File: src/tas_map.vh
// Purpose: Constants for the temperature status flag bank and address decode
// Assumes: Included by the status bank and strap sense design files
// Notes:   Bit positions count from the least significant bit
`ifndef TAS_MAP_VH
`define TAS_MAP_VH

`define TAS_B1_BUSY        7
`define TAS_B1_ONDIE_OVER  6
`define TAS_B1_ONDIE_UNDER 5
`define TAS_B1_OPEN        4
`define TAS_B1_ALARM       3
`define TAS_B1_RESET       8'h00
`define TAS_B2_RESET       8'h00
`define TAS_SEL_PRIMARY    1'b0
`define TAS_SEL_REMOTE     1'b1
`define TAS_STRAP_GND      2'h0
`define TAS_STRAP_FLOAT    2'h1
`define TAS_STRAP_VCC      2'h2
`define TAS_ADDR_HI_GND    4'h3
`define TAS_ADDR_HI_FLOAT  4'h5
`define TAS_ADDR_HI_VCC    4'h9
`define TAS_ADDR_RESET     7'h00

`endif

File: src/tas_flag_cell.v
// Purpose: One sticky alarm flag cleared by status read unless still active
// Assumes: Event and read strobe are on mclk
// Notes:   Set wins over the read clear so no event is lost
`timescale 1ns/100ps
`default_nettype none
module tas_flag_cell (
	input  wire mclk,
	input  wire rst_n,
	input  wire event_in,
	input  wire rd_clr,
	output reg  flag_q
);
	always @(posedge mclk) begin
		if (!rst_n)
			flag_q <= 1'b0;
		else if (event_in)
			flag_q <= 1'b1;
		else if (rd_clr)
			flag_q <= 1'b0;
	end
endmodule
`default_nettype wire

File: src/tas_status_bank.v
// Purpose: Status flag bytes and strapped slave address of a temperature monitor
// Assumes: Alarm inputs come from same-clock converter logic; straps are pins
// Notes:   Read strobe marks a completed bus read of the selected byte
// Operation
// - primary bit 7 follows converter busy
// - primary bit 6 sets on on-die over-limit
// - primary bit 5 sets on on-die under-limit
// - primary bit 4 sets on remote open fault
// - primary bit 3 ORs all remote alarms
// - primary bits 6-3 sticky until reset or read
// - remote bit 7/6 channel one under/over
// - remote bit 5/4 channel two under/over
// - remote bit 3/2 channel three, absent two-remote
// - remote bit 1/0 channel four, absent two-remote
// - remote flags sticky until reset or read
// - two straps decode nine slave addresses
// - floating strap is a distinct third state
// - read clears flags unless fault persists
// - straps sampled only after reset, then held
// - open flag refreshed only at conversion start
`timescale 1ns/100ps
`default_nettype none
`include "tas_map.vh"
module tas_status_bank #(
	parameter FOUR_REMOTE = 1
) (
	input  wire       mclk,
	input  wire       rst_n,
	input  wire       conv_busy,
	input  wire       conv_start,
	input  wire       ondie_over,
	input  wire       ondie_under,
	input  wire       diode_open,
	input  wire [3:0] remote_over,
	input  wire [3:0] remote_under,
	input  wire       rd_sel,
	input  wire       rd_done,
	input  wire       addr_strap_a,
	input  wire       addr_strap_b,
	output wire       strap_a_pu_en,
	output wire       strap_b_pu_en,
	output reg  [7:0] rd_data_q,
	output reg  [6:0] slave_addr_q,
	output reg        addr_valid_q
);
	wire [1:0] st_a;
	wire [1:0] st_b;
	wire       clr_pri;
	wire       clr_rem;
	wire       f_over;
	wire       f_under;
	wire       f_alarm;
	reg        open_q;
	reg        open_live_q;
	reg        done_q;
	reg  [3:0] settle_q;
	wire [7:0] remote_flags;
	wire [7:0] remote_events;
	wire [7:0] primary_byte;
	reg  [3:0] addr_hi;
	reg  [2:0] addr_lo;

	assign clr_pri = rd_done && (rd_sel == `TAS_SEL_PRIMARY);
	assign clr_rem = rd_done && (rd_sel == `TAS_SEL_REMOTE);

	// Persisting faults re-set in the clear cycle, as set beats clear
	tas_flag_cell u_over (
		.mclk     (mclk),
		.rst_n    (rst_n),
		.event_in (ondie_over),
		.rd_clr   (clr_pri),
		.flag_q   (f_over)
	);
	tas_flag_cell u_under (
		.mclk     (mclk),
		.rst_n    (rst_n),
		.event_in (ondie_under),
		.rd_clr   (clr_pri),
		.flag_q   (f_under)
	);
	tas_flag_cell u_alarm (
		.mclk     (mclk),
		.rst_n    (rst_n),
		.event_in (|(remote_events)),
		.rd_clr   (clr_pri),
		.flag_q   (f_alarm)
	);

	// Open fault is only looked at when a conversion starts
	always @(posedge mclk) begin
		if (!rst_n) begin
			open_q      <= 1'b0;
			open_live_q <= 1'b0;
		end else begin
			if (conv_start)
				open_live_q <= diode_open;
			if (conv_start && diode_open)
				open_q <= 1'b1;
			else if (clr_pri && !open_live_q)
				open_q <= 1'b0;
		end
	end

	genvar ch;
	generate
		for (ch = 0; ch < 4; ch = ch + 1) begin : g_ch
			// Channel ch occupies bits 7-2*ch (under) and 6-2*ch (over)
			wire present = (ch < 2) || (FOUR_REMOTE != 0);
			assign remote_events[7-2*ch] = present & remote_under[ch];
			assign remote_events[6-2*ch] = present & remote_over[ch];
			tas_flag_cell u_lo (
				.mclk     (mclk),
				.rst_n    (rst_n),
				.event_in (remote_events[7-2*ch]),
				.rd_clr   (clr_rem),
				.flag_q   (remote_flags[7-2*ch])
			);
			tas_flag_cell u_hi (
				.mclk     (mclk),
				.rst_n    (rst_n),
				.event_in (remote_events[6-2*ch]),
				.rd_clr   (clr_rem),
				.flag_q   (remote_flags[6-2*ch])
			);
		end
	endgenerate

	assign primary_byte = {conv_busy, f_over, f_under, open_q, f_alarm, 3'h0};

	always @(posedge mclk) begin
		if (!rst_n)
			rd_data_q <= `TAS_B1_RESET;
		else if (rd_sel == `TAS_SEL_PRIMARY)
			rd_data_q <= primary_byte;
		else
			rd_data_q <= remote_flags;
	end

	tas_strap_sense u_sa (
		.mclk    (mclk),
		.rst_n   (rst_n),
		.pin_in  (addr_strap_a),
		.pu_en   (strap_a_pu_en),
		.state_q (st_a)
	);
	tas_strap_sense u_sb (
		.mclk    (mclk),
		.rst_n   (rst_n),
		.pin_in  (addr_strap_b),
		.pu_en   (strap_b_pu_en),
		.state_q (st_b)
	);

	// Strap a picks the upper nibble and base, strap b adds 0..2
	always @* begin
		case (st_a)
			`TAS_STRAP_FLOAT: begin
				addr_hi = `TAS_ADDR_HI_FLOAT;
				addr_lo = 3'h1;
			end
			`TAS_STRAP_VCC: begin
				addr_hi = `TAS_ADDR_HI_VCC;
				addr_lo = 3'h4;
			end
			default: begin
				addr_hi = `TAS_ADDR_HI_GND;
				addr_lo = 3'h0;
			end
		endcase
		addr_lo = addr_lo + {1'b0, st_b};
	end

	// Sense finishes once after reset; the address is then frozen.
	// The pull-down phase lasts eight edges and the strap state is only
	// resolved near its end, so wait it out before latching the address.
	always @(posedge mclk) begin
		if (!rst_n) begin
			done_q       <= 1'b0;
			settle_q     <= 4'h0;
			addr_valid_q <= 1'b0;
			slave_addr_q <= `TAS_ADDR_RESET;
		end else begin
			if (!strap_a_pu_en && !strap_b_pu_en && settle_q != 4'hf)
				settle_q <= settle_q + 4'h1;
			done_q <= (settle_q >= 4'h8);
			if (done_q && !addr_valid_q) begin
				slave_addr_q <= {addr_hi, addr_lo};
				addr_valid_q <= 1'b1;
			end
		end
	end
endmodule
`default_nettype wire

File: src/tas_strap_sense.v
// Purpose: Resolve one three-state strap pin into ground, floating or supply
// Assumes: The pad drives a weak pull-up then a weak pull-down through pu_en
// Notes:   Pin levels pass three flops; a level counts once stages two and three agree
`timescale 1ns/100ps
`default_nettype none
`include "tas_map.vh"
module tas_strap_sense (
	input  wire       mclk,
	input  wire       rst_n,
	input  wire       pin_in,
	output wire       pu_en,
	output reg  [1:0] state_q
);
	reg  [2:0] sync_q;
	reg  [3:0] cnt_q;
	reg        hi_pu_q;
	wire       stable;

	// Pull up for the first half of the window, pull down for the second
	assign pu_en  = ~cnt_q[3];
	assign stable = (sync_q[1] == sync_q[2]);

	always @(posedge mclk) begin
		if (!rst_n) begin
			sync_q  <= 3'h0;
			cnt_q   <= 4'h0;
			hi_pu_q <= 1'b0;
			state_q <= `TAS_STRAP_GND;
		end else begin
			sync_q <= {sync_q[1:0], pin_in};
			if (cnt_q != 4'hf)
				cnt_q <= cnt_q + 4'h1;
			if (cnt_q == 4'h7 && stable)
				hi_pu_q <= sync_q[2];
			// A pin that follows both pulls is floating
			if (cnt_q == 4'he && stable) begin
				if (hi_pu_q && !sync_q[2])
					state_q <= `TAS_STRAP_FLOAT;
				else if (hi_pu_q)
					state_q <= `TAS_STRAP_VCC;
				else
					state_q <= `TAS_STRAP_GND;
			end
		end
	end
endmodule
`default_nettype wire
File: config.mk
export PLATFORM = sky130hd
export DESIGN_NAME = tas_status_bank
export DESIGN_NICKNAME = d
export VERILOG_FILES = /design/src/tas_flag_cell.v /design/src/tas_status_bank.v /design/src/tas_strap_sense.v
export VERILOG_INCLUDE_DIRS = /design/src /design/src/src
export SDC_FILE = /design/constraint.sdc
export NUM_CORES = 1
export LEC_CHECK = 0
export BUFFER_PORTS_ARGS = -buffer_cell sky130_fd_sc_hd__buf_4
export CAP_MARGIN = 20
export CORE_UTILIZATION = 40
export DETAILED_ROUTE_END_ITERATION = 8
export GPL_TIMING_DRIVEN = 0
export PLACE_DENSITY = 0.59
export SLEW_MARGIN = 20
export SYNTH_ARGS = -nofsm -noshare
export SYNTH_HDL_FRONTEND = slang
export SYNTH_SLANG_ARGS = --single-unit
File: constraint.sdc
create_clock -name mclk -period 2.22 [get_ports mclk]
set_clock_uncertainty 0.15 [all_clocks]
set_input_delay 0.444 -clock mclk [delete_from_list [all_inputs] [get_ports mclk]]
set_output_delay 0.444 -clock mclk [all_outputs]
set_load 0.01 [all_outputs]
==> flow_metrics.py, run 1 <==
metrics = {
    "yosys": {
        "syn_inst": 222,
        "yosysWarnings": 0,
        "synth_fp_nets": 251,
        "avgSynthCellArea_um2": 9.418,
        "ys_seq_area_frac": 0.5075,
        "ys_types": 32,
        "netlist_area_um2": 2091,
        "ys_ff_latch": 53,
    },
    "placed_design": {
        "numPortBuffers": 34,
        "place_ws_ns": 0.5732,
        "place_hpwl_mm": 2.879,
        "gp_congestion": 0.7150,
    },
    "global_routing": {
        "grt_pass1_vias": 1478,
        "grt_use_total": 0.1588,
        "grt_max_degree": 17,
        "antenna_found_initial": 0,
        "grt_pass1_wl_mm": 6.672,
        "gr-total-overflow": 0,
    },
    "floorplanning": {
        "die_y_um": 74.30,
        "fp.dieW_um": 74.30,
        "fp.coreArea_um2": 4880,
        "rows": 25,
        "ioPinCount": 37,
        "dieArea_um2": 5520,
        "start_util": 0.4285,
    },
    "layout": {
        "diodes": 0,
        "final_core_util": 0.5208,
        "area_growth_pct": 21.54,
        "final_net_count": 292,
        "final_cell_mix": "dfxtp_1 (53), buf_4 (37), nor2_1 (30)",
        "drive_above_1_share": 0.1932,
        "layout_commonest_cell": "dfxtp_1",
    },
    "setup_path": {
        "cp_max_fo": 10,
        "setup.worst_path.start_class": "flip-flop",
        "r2r_setup_slack_ns": 0.67,
        "r2r-end": "slave_addr_q[1]",
        "end_kind": "primary output",
        "rr_worst_depth": 6,
        "worst_ep_arrival_time_ns": 0.97,
        "crit_type": "reg2out",
        "cp.required_ns": 1.63,
        "timing.rr.start": "u_sa.state_q[1]",
    },
    "drt": {
        "drt_iter0_drc": 63,
        "vias_per_cell": 4.843,
        "drtPass1Iterations": 4,
        "finalWirelength_mm": 4.053,
        "antenna_left": 0,
        "drc": 0,
        "routed-via-count": 1603,
        "wire_per_inst_um": 12.24,
    },
    "pwr": {
        "leakage_nw": 1.046,
        "seqPwrFrac": 0.567,
        "vdd_ir_drop_max_mv": 0.3652,
        "power_frac_clock": 0.363,
        "p_sw_mw": 0.3975,
        "power.share.switching": 0.2227,
        "total_power_mw": 1.785,
        "p_comb_frac": 0.070,
        "internal-power_mw": 1.388,
        "powerDensity_nw_per_um2": 702.5,
    },
    "clocking": {
        "clockRootBuffer": "clkbuf_8",
        "clock_latency_ns": 0.30,
        "path_clk_slew_ns": 0.10,
        "cts_sinks": 53,
        "postCtsSetupBuffers": 0,
        "cts_tree": "done",
        "cts_hold_buffers": 0,
        "clockBufferDepth": 2,
        "cts_buffers": 5,
        "h-tree-depth": 2,
        "cts-resized-gates": 0,
    },
    "timing": {
        "grt_setup_unrepaired": "no",
        "finalCritPeriodShare": 0.7060,
        "max_freq_mhz": 638.0,
        "worst_pin_slew_ns": 0.5826,
        "hold_viol_final": 0,
        "slew_headroom": 0.6116,
        "period_minus_slack_ns": 1.567,
        "setup_viol": 0,
        "final.setup.tns_ns": 0,
        "slew_viol_final": 0,
        "fin_ws_ns": 0.6526,
    },
    "worst_hold_path": {
        "min_to": "u_sa.sync_q[0]",
        "holdPathStages": 2,
        "hp-start": "addr_strap_a",
        "hold_path.class": "in2reg",
    },
    "run_status": {
        "outcome": "finished clean",
    },
    "run": {
        "cap_violations": 0,
    },
}
## power groups by stage
stage                     combinational [mW]  clock [mW]  sequential [mW]
after global routing                   0.140       0.700             1.02
after CTS                              0.127       0.664             1.01
final                                  0.125       0.648             1.01
after detailed placement               0.127           0             1.03
after floorplan                       0.0670           0             1.03
after global placement                 0.125           0             1.03
## flip-flops by register name (all words and copies together) (netlist names), 2 cells and up
| name | flops |
|---|---|
| rd_data_q | 8 |
| slave_addr_q | 7 |
| g_ch.u_hi.flag_q | 4 |
| g_ch.u_lo.flag_q | 4 |
| settle_q | 4 |
| u_sa.cnt_q | 4 |
| u_sb.cnt_q | 4 |
| u_sa.sync_q | 3 |
| u_sb.sync_q | 3 |
| u_sa.state_q | 2 |
| u_sb.state_q | 2 |
## per-layer routing
metal  GRT usage  vias up  share of wire
li1            -      846              -
met1      0.2155      728           0.52
met2      0.2465       24           0.43
met3     0.03930        5          0.037
met4     0.05660        0          0.013
met5           0        -              0
## cell usage after synthesis
| cell | instances | area share |
|---|---|---|
| a21oi_1 | 14 | 0.034 |
| buf_4 | 3 | 0.011 |
| nor2b_1 | 5 | 0.015 |
| and3b_1 | 1 | 0.0042 |
| o311ai_0 | 2 | 0.0084 |
| o221a_2 | 1 | 0.0054 |
| nand2_1 | 14 | 0.025 |
| nor3b_1 | 1 | 0.0036 |
| buf_2 | 4 | 0.0096 |
| and3_1 | 3 | 0.0090 |
| clkbuf_1 | 3 | 0.0054 |
| o211ai_1 | 4 | 0.014 |
| nor3_1 | 3 | 0.0072 |
| and3b_2 | 1 | 0.0048 |
| a211oi_1 | 5 | 0.018 |
| dfxtp_1 | 53 | 0.51 |
| o21ai_0 | 7 | 0.017 |
| mux2i_1 | 12 | 0.057 |
| nor2_1 | 30 | 0.054 |
| ha_1 | 10 | 0.060 |
| clkinv_1 | 1 | 0.0018 |
| nand4_1 | 2 | 0.0060 |
| or3_1 | 2 | 0.0060 |
| nand2b_1 | 2 | 0.0060 |
| and2_1 | 7 | 0.021 |
| nor4_1 | 2 | 0.0060 |
| a31oi_1 | 5 | 0.015 |
| buf_6 | 1 | 0.0054 |
| inv_1 | 8 | 0.014 |
| nand3_1 | 10 | 0.024 |
| xnor2_1 | 3 | 0.013 |
| nand4b_1 | 3 | 0.013 |
## per-stage QoR
stage / hold WS (ns) / instance area, um2 / instances
detailed placement: 0.2677 / 2430 / 323
CTS: 0.1828 / 2541 / 331
global placement: 0.2667 / 2430 / 323
finish: 0.1874 / 2541 / 331
floorplan: 0.2619 / 2091 / 222
global route: 0.1863 / 2541 / 331
## final cells by class
cell class	count	area [um2]
Clock buffer	6	72.57
Fill cell	496	2338
Timing Repair Buffer	34	255.2
Buffer	11	65.06
Inverter	9	33.78
Clock inverter	2	38.79
Tap cell	67	83.83
Sequential cell	53	1061
Multi-Input combinational cell	149	930.9
## cells by family after synthesis
kind of cell,count (synthesis),synth area share
simple gates,86,0.2041
flops,53,0.5075
compound gates,38,0.1113
buf+inv,20,0.04727
mux,12,0.05745
fa+ha+maj,10,0.05984
xor+xnor,3,0.01257
## critical path, stage by stage (launching register included)
cell and delay, ns:
dfxtp_1 0.31, buf_4 0.15, inv_1 0.07, buf_4 0.14
## worst max path at each step
stage / startpoint / to / depth (start not counted) / slack (ns)
finish: u_sb.cnt_q[3] / strap_b_pu_en / 3 / 0.65
global route: u_sa.state_q[1] / slave_addr_q[2] / 6 / 0.50
CTS: u_sb.cnt_q[3] / strap_b_pu_en / 3 / 0.64
detailed placement: rst_n / slave_addr_q[1] / 4 / 0.57
global placement: rst_n / rd_data_q[4] / 4 / 0.57
floorplan: u_sa.state_q[1] / slave_addr_q[2] / 6 / 0.75
Power figures use the tool's default switching activity.
==> inputs of run 2 (changes only) <==
==> constraint.sdc (replaced) <==
create_clock -name mclk -period 1.6 [get_ports mclk]
set_clock_uncertainty 0.15 [all_clocks]
set_input_delay 0.32 -clock mclk [delete_from_list [all_inputs] [get_ports mclk]]
set_output_delay 0.32 -clock mclk [all_outputs]
set_load 0.01 [all_outputs]
==> flow_metrics.py, run 2 (synthesis results as in run 1) <==
metrics = {
    "timing": {
        "grt_setup_unrepaired": "no",
        "hold_viol_final": 0,
        "worst_pin_slew_ns": 0.5901,
        "whs_ns": 0.06370,
        "slew_viol_final": 0,
        "period_minus_slack_ns": 1.492,
        "slew_headroom": 0.6066,
        "setup_viol": 0,
        "fin_ws_ns": 0.1082,
        "max_freq_mhz": 670.3,
        "final.setup.tns_ns": 0,
        "finalCritPeriodShare": 0.9324,
    },
    "drt": {
        "finalWirelength_mm": 4.065,
        "routed-via-count": 1618,
        "wire_per_inst_um": 12.24,
        "drt_iter0_drc": 61,
        "drtPass1Iterations": 4,
        "antenna_left": 0,
        "drc": 0,
        "vias_per_cell": 4.873,
    },
    "pwr": {
        "p_comb_frac": 0.070,
        "internal-power_mw": 1.925,
        "p_sw_mw": 0.5487,
        "power_frac_clock": 0.362,
        "seqPwrFrac": 0.567,
        "vdd_ir_drop_max_mv": 0.5082,
        "leakage_nw": 1.053,
        "power.share.switching": 0.2218,
        "total_power_mw": 2.474,
        "powerDensity_nw_per_um2": 968.2,
    },
    "placed_design": {
        "place_hpwl_mm": 2.879,
        "numPlacedInstances": 323,
        "place_ws_ns": 0.04321,
        "gp_congestion": 0.7150,
        "numPortBuffers": 34,
    },
    "floorplanning": {
        "fp.dieW_um": 74.30,
        "rows": 25,
        "die_y_um": 74.30,
        "ioPinCount": 37,
        "dieArea_um2": 5520,
        "fp.coreArea_um2": 4880,
        "start_util": 0.4285,
    },
    "layout": {
        "area.sequential_um2": 1062,
        "multi_input_area_um2": 935.9,
        "diodes": 0,
        "n_fill_cell": 496,
        "area_growth_pct": 22.20,
        "final_net_count": 293,
        "top_register": "rd_data_q",
        "layout_commonest_cell": "dfxtp_1",
        "final_cell_mix": "dfxtp_1 (52), buf_4 (38), nor2_1 (30)",
        "drive_above_1_share": 0.2038,
        "largest_reg_flops": 8,
        "instances_no_fill": 332,
        "top_regs": "rd_data_q: 8 flops, slave_addr_q: 7 flops",
    },
    "setup_path": {
        "cp_max_fo": 3,
        "cp.required_ns": 1.68,
        "setup.worst_path.start_class": "flip-flop",
        "worst_ep_arrival_time_ns": 1.57,
        "crit_type": "reg2reg",
        "end_kind": "flip-flop",
    },
    "global_routing": {
        "grt_pass1_wl_mm": 6.672,
        "grt_max_degree": 17,
        "antenna_found_initial": 0,
        "grt_use_total": 0.1588,
        "gr-total-overflow": 0,
        "grt_pass1_vias": 1478,
    },
    "clocking": {
        "cts_tree": "done",
        "cts_sinks": 53,
        "clock_latency_ns": 0.30,
        "clockRootBuffer": "clkbuf_8",
        "h-tree-depth": 2,
        "path_clk_slew_ns": 0.10,
        "cts_buffers": 5,
        "cts_hold_buffers": 0,
        "clockBufferDepth": 2,
    },
    "run": {
        "cap_violations": 0,
    },
    "worst_hold_path": {
        "hold_path.class": "in2reg",
    },
    "run_status": {
        "outcome": "finished clean",
    },
}
==> run 2: cell count changes in the layout (fill, tap and decap cells not counted) <==
cell	change
dfxtp_2	+1
a211oi_1	-1
buf_4	+1
a211oi_2	+1
dfxtp_1	-1
==> run 2: worst paths after layout <==
path                         from               to  slack [ns]  depth (start not counted)
setup / recovery  u_sa.state_q[1]  slave_addr_q[2]        0.11                          6
hold / removal       addr_strap_a   u_sa.sync_q[0]        0.06                          2
setup reg to reg  u_sa.state_q[1]  slave_addr_q[2]        0.11                          6
hold reg to reg    u_sa.sync_q[0]   u_sa.sync_q[1]        0.29                          1
==> run 2: power groups by stage <==
stage | Sequential [mW] | Clock (mW) | Combinational, mW
floorplan | 1.43 | 0 | 0.0930
global placement | 1.43 | 0 | 0.174
detailed placement | 1.43 | 0 | 0.176
CTS | 1.40 | 0.921 | 0.176
global route | 1.41 | 0.972 | 0.195
finish | 1.40 | 0.896 | 0.174
==> run 2: timing repair <==
item,4_1_cts,5_1_grt
endpoints found under the setup margin,0,2
buffers inserted,0,1
gates resized for setup,0,2
==> run 2: layout make-up <==
class	count	share of cell area
Buffer	11	0.02547
Clock buffer	6	0.02840
Clock inverter	2	0.01518
Inverter	9	0.01322
Multi-Input combinational cell	149	0.3663
Sequential cell	53	0.4158
Tap cell	67	0.03281
Timing Repair Buffer	35	0.1028
==> run 2: per-stage QoR <==
| stage | cell area, um2 | utilization |
|---|---|---|
| 2_1_floorplan | 2091 | - |
| 3_3_place_gp | 2430 | 0.4979 |
| 3_5_place_dp | 2430 | 0.4979 |
| 4_1_cts | 2541 | 0.5208 |
| 5_1_grt | 2555 | 0.5236 |
| 6_report | 2555 | 0.5236 |
==> run 2: metal layers <==
metal  share of wire  wire length (um)  GRT usage
met1            0.52              2094     0.2155
met2            0.43              1767     0.2465
met3           0.038               155    0.03930
met4           0.012                47    0.05660
met5               0                 0          0
==> run 2: critical path, stage by stage, from the launching register on <==
cell and delay (ns):
dfxtp_2 0.35, inv_1 0.04, ha_1 0.19, ha_1 0.18, ha_1 0.18, xnor2_1 0.13, a211oi_2 0.20
==> inputs of run 3 (changes only) <==
--- a/config.mk
+++ b/config.mk
@@ -12,6 +12,7 @@
 export DETAILED_ROUTE_END_ITERATION = 8
 export GPL_TIMING_DRIVEN = 0
 export PLACE_DENSITY = 0.59
+export RECOVER_POWER = 25
 export SLEW_MARGIN = 20
 export SYNTH_ARGS = -nofsm -noshare
 export SYNTH_HDL_FRONTEND = slang
==> flow_metrics.py, run 3 (synthesis results as in run 1) <==
metrics = {
    "floorplanning": {
        "ioPinCount": 37,
        "start_util": 0.4285,
        "fp.dieW_um": 74.30,
        "rows": 25,
        "die_y_um": 74.30,
        "dieArea_um2": 5520,
        "fp.coreArea_um2": 4880,
    },
    "layout": {
        "layout_commonest_cell": "dfxtp_1",
        "drive_above_1_share": 0.2000,
        "instances_no_fill": 332,
        "top_register": "rd_data_q",
        "area_growth_pct": 22.02,
        "final_net_count": 293,
        "final_cell_mix": "dfxtp_1 (52), buf_4 (37), nor2_1 (30)",
        "top_regs": "rd_data_q: 8 flops, slave_addr_q: 7 flops",
        "final_cell_area_um2": 2551,
        "largest_reg_flops": 8,
        "diodes": 0,
    },
    "global_routing": {
        "grt_use_total": 0.1588,
        "grt_pass1_vias": 1478,
        "grt_pass1_wl_mm": 6.672,
        "gr-total-overflow": 0,
        "grt_max_degree": 17,
        "antenna_found_initial": 0,
    },
    "timing": {
        "final.setup.tns_ns": 0,
        "hold_viol_final": 0,
        "finalCritPeriodShare": 0.9311,
        "slew_viol_final": 0,
        "period_minus_slack_ns": 1.490,
        "setup_viol": 0,
        "slew_headroom": 0.6355,
        "grt_setup_unrepaired": "no",
        "max_freq_mhz": 671.3,
        "worst_pin_slew_ns": 0.5467,
    },
    "setup_path": {
        "setup.worst_path.start_class": "flip-flop",
        "cp_max_fo": 3,
        "end_kind": "flip-flop",
        "crit_type": "reg2reg",
        "worst_ep_arrival_time_ns": 1.57,
        "cp.required_ns": 1.68,
    },
    "drt": {
        "finalWirelength_mm": 4.016,
        "vias_per_cell": 4.880,
        "antenna_left": 0,
        "drc": 0,
        "wire_per_inst_um": 12.10,
        "routed-via-count": 1620,
        "drtPass1Iterations": 4,
        "drt_iter0_drc": 62,
    },
    "pwr": {
        "leakage_nw": 1.046,
        "vdd_ir_drop_max_mv": 0.5053,
        "powerDensity_nw_per_um2": 968.3,
    },
    "clocking": {
        "h-tree-depth": 2,
        "cts_sinks": 53,
        "cts_tree": "done",
        "path_clk_slew_ns": 0.09,
        "clockBufferDepth": 2,
        "clock_latency_ns": 0.30,
        "clockRootBuffer": "clkbuf_8",
        "cts_buffers": 5,
    },
    "placed_design": {
        "numPlacedInstances": 323,
        "placed_cell_area_um2": 2430,
        "place_hpwl_mm": 2.879,
        "gp_congestion": 0.7150,
        "numPortBuffers": 34,
    },
    "run_status": {
        "outcome": "finished clean",
    },
    "worst_hold_path": {
        "hold_path.class": "in2reg",
    },
    "run": {
        "cap_violations": 0,
    },
}
run 3: cell count changes in the layout (fill, tap and decap cells not counted):
cell | before | now
and2_0 | 0 | 3
and2_1 | 7 | 4
buf_2 | 4 | 3
buf_4 | 38 | 37
clkbuf_1 | 4 | 5
clkbuf_2 | 0 | 1
run 3: path summary, 6_finish.rpt:
path	startpoint	endpoint	slack (ns)	cells past startpoint
setup / recovery	u_sa.state_q[1]	slave_addr_q[2]	0.11	6
hold / removal	addr_strap_a	u_sa.sync_q[0]	0.07	2
setup reg to reg	u_sa.state_q[1]	slave_addr_q[2]	0.11	6
hold reg to reg	u_sa.sync_q[0]	u_sa.sync_q[1]	0.29	1
run 3: area by class of cell:
| cell class | count | area, um2 |
|---|---|---|
| Multi-Input combinational cell | 149 | 935.9 |
| Tap cell | 67 | 83.83 |
| Inverter | 9 | 33.78 |
| Clock inverter | 2 | 38.79 |
| Clock buffer | 6 | 72.57 |
| Sequential cell | 53 | 1062 |
| Fill cell | 495 | 2328 |
| Timing Repair Buffer | 35 | 262.8 |
| Buffer | 11 | 61.31 |
run 3: metal layers:
layer / global-route usage / vias to the layer above / wire [um]
met5: 0 / - / 0
met4: 0.05660 / 0 / 56
met3: 0.03930 / 5 / 140
met2: 0.2465 / 25 / 1781
met1: 0.2155 / 740 / 2038
li1: - / 850 / -
run 3: repair_timing:
item                       CTS  global route
buffers inserted             0             1
hold buffers                 0             0
setup endpoints to repair    0             2
resized for setup            0             2
run 3: report_power, final:
part / leakage, nW / switching (mW) / internal (mW) / total (mW)
Combinational: 0.556 / 0.0884 / 0.0842 / 0.173
Clock: 0.0554 / 0.425 / 0.470 / 0.894
Sequential: 0.435 / 0.0337 / 1.37 / 1.40
Total: 1.05 / 0.547 / 1.92 / 2.47
run 3: critical path: stages (launching register included):
cell and delay (ns):
dfxtp_2 0.34, inv_1 0.04, ha_1 0.18, ha_1 0.18, ha_1 0.18, xnor2_1 0.13
a211oi_2 0.20
run 3: metrics by stage:
| stage | utilization | hold slack (ns) | setup slack [ns] | total power, mW |
|---|---|---|---|---|
| 2_1_floorplan | - | 0.2619 | 0.1323 | 1.525 |
| 3_3_place_gp | 0.4979 | 0.2667 | 0.07218 | 1.606 |
| 3_5_place_dp | 0.4979 | 0.2677 | 0.04321 | 1.610 |
| 4_1_cts | 0.5208 | 0.05881 | 0.02941 | 2.501 |
| 5_1_grt | 0.5228 | 0.06227 | 0.006324 | 2.577 |
| 6_report | 0.5228 | 0.06604 | 0.1103 | 2.470 |
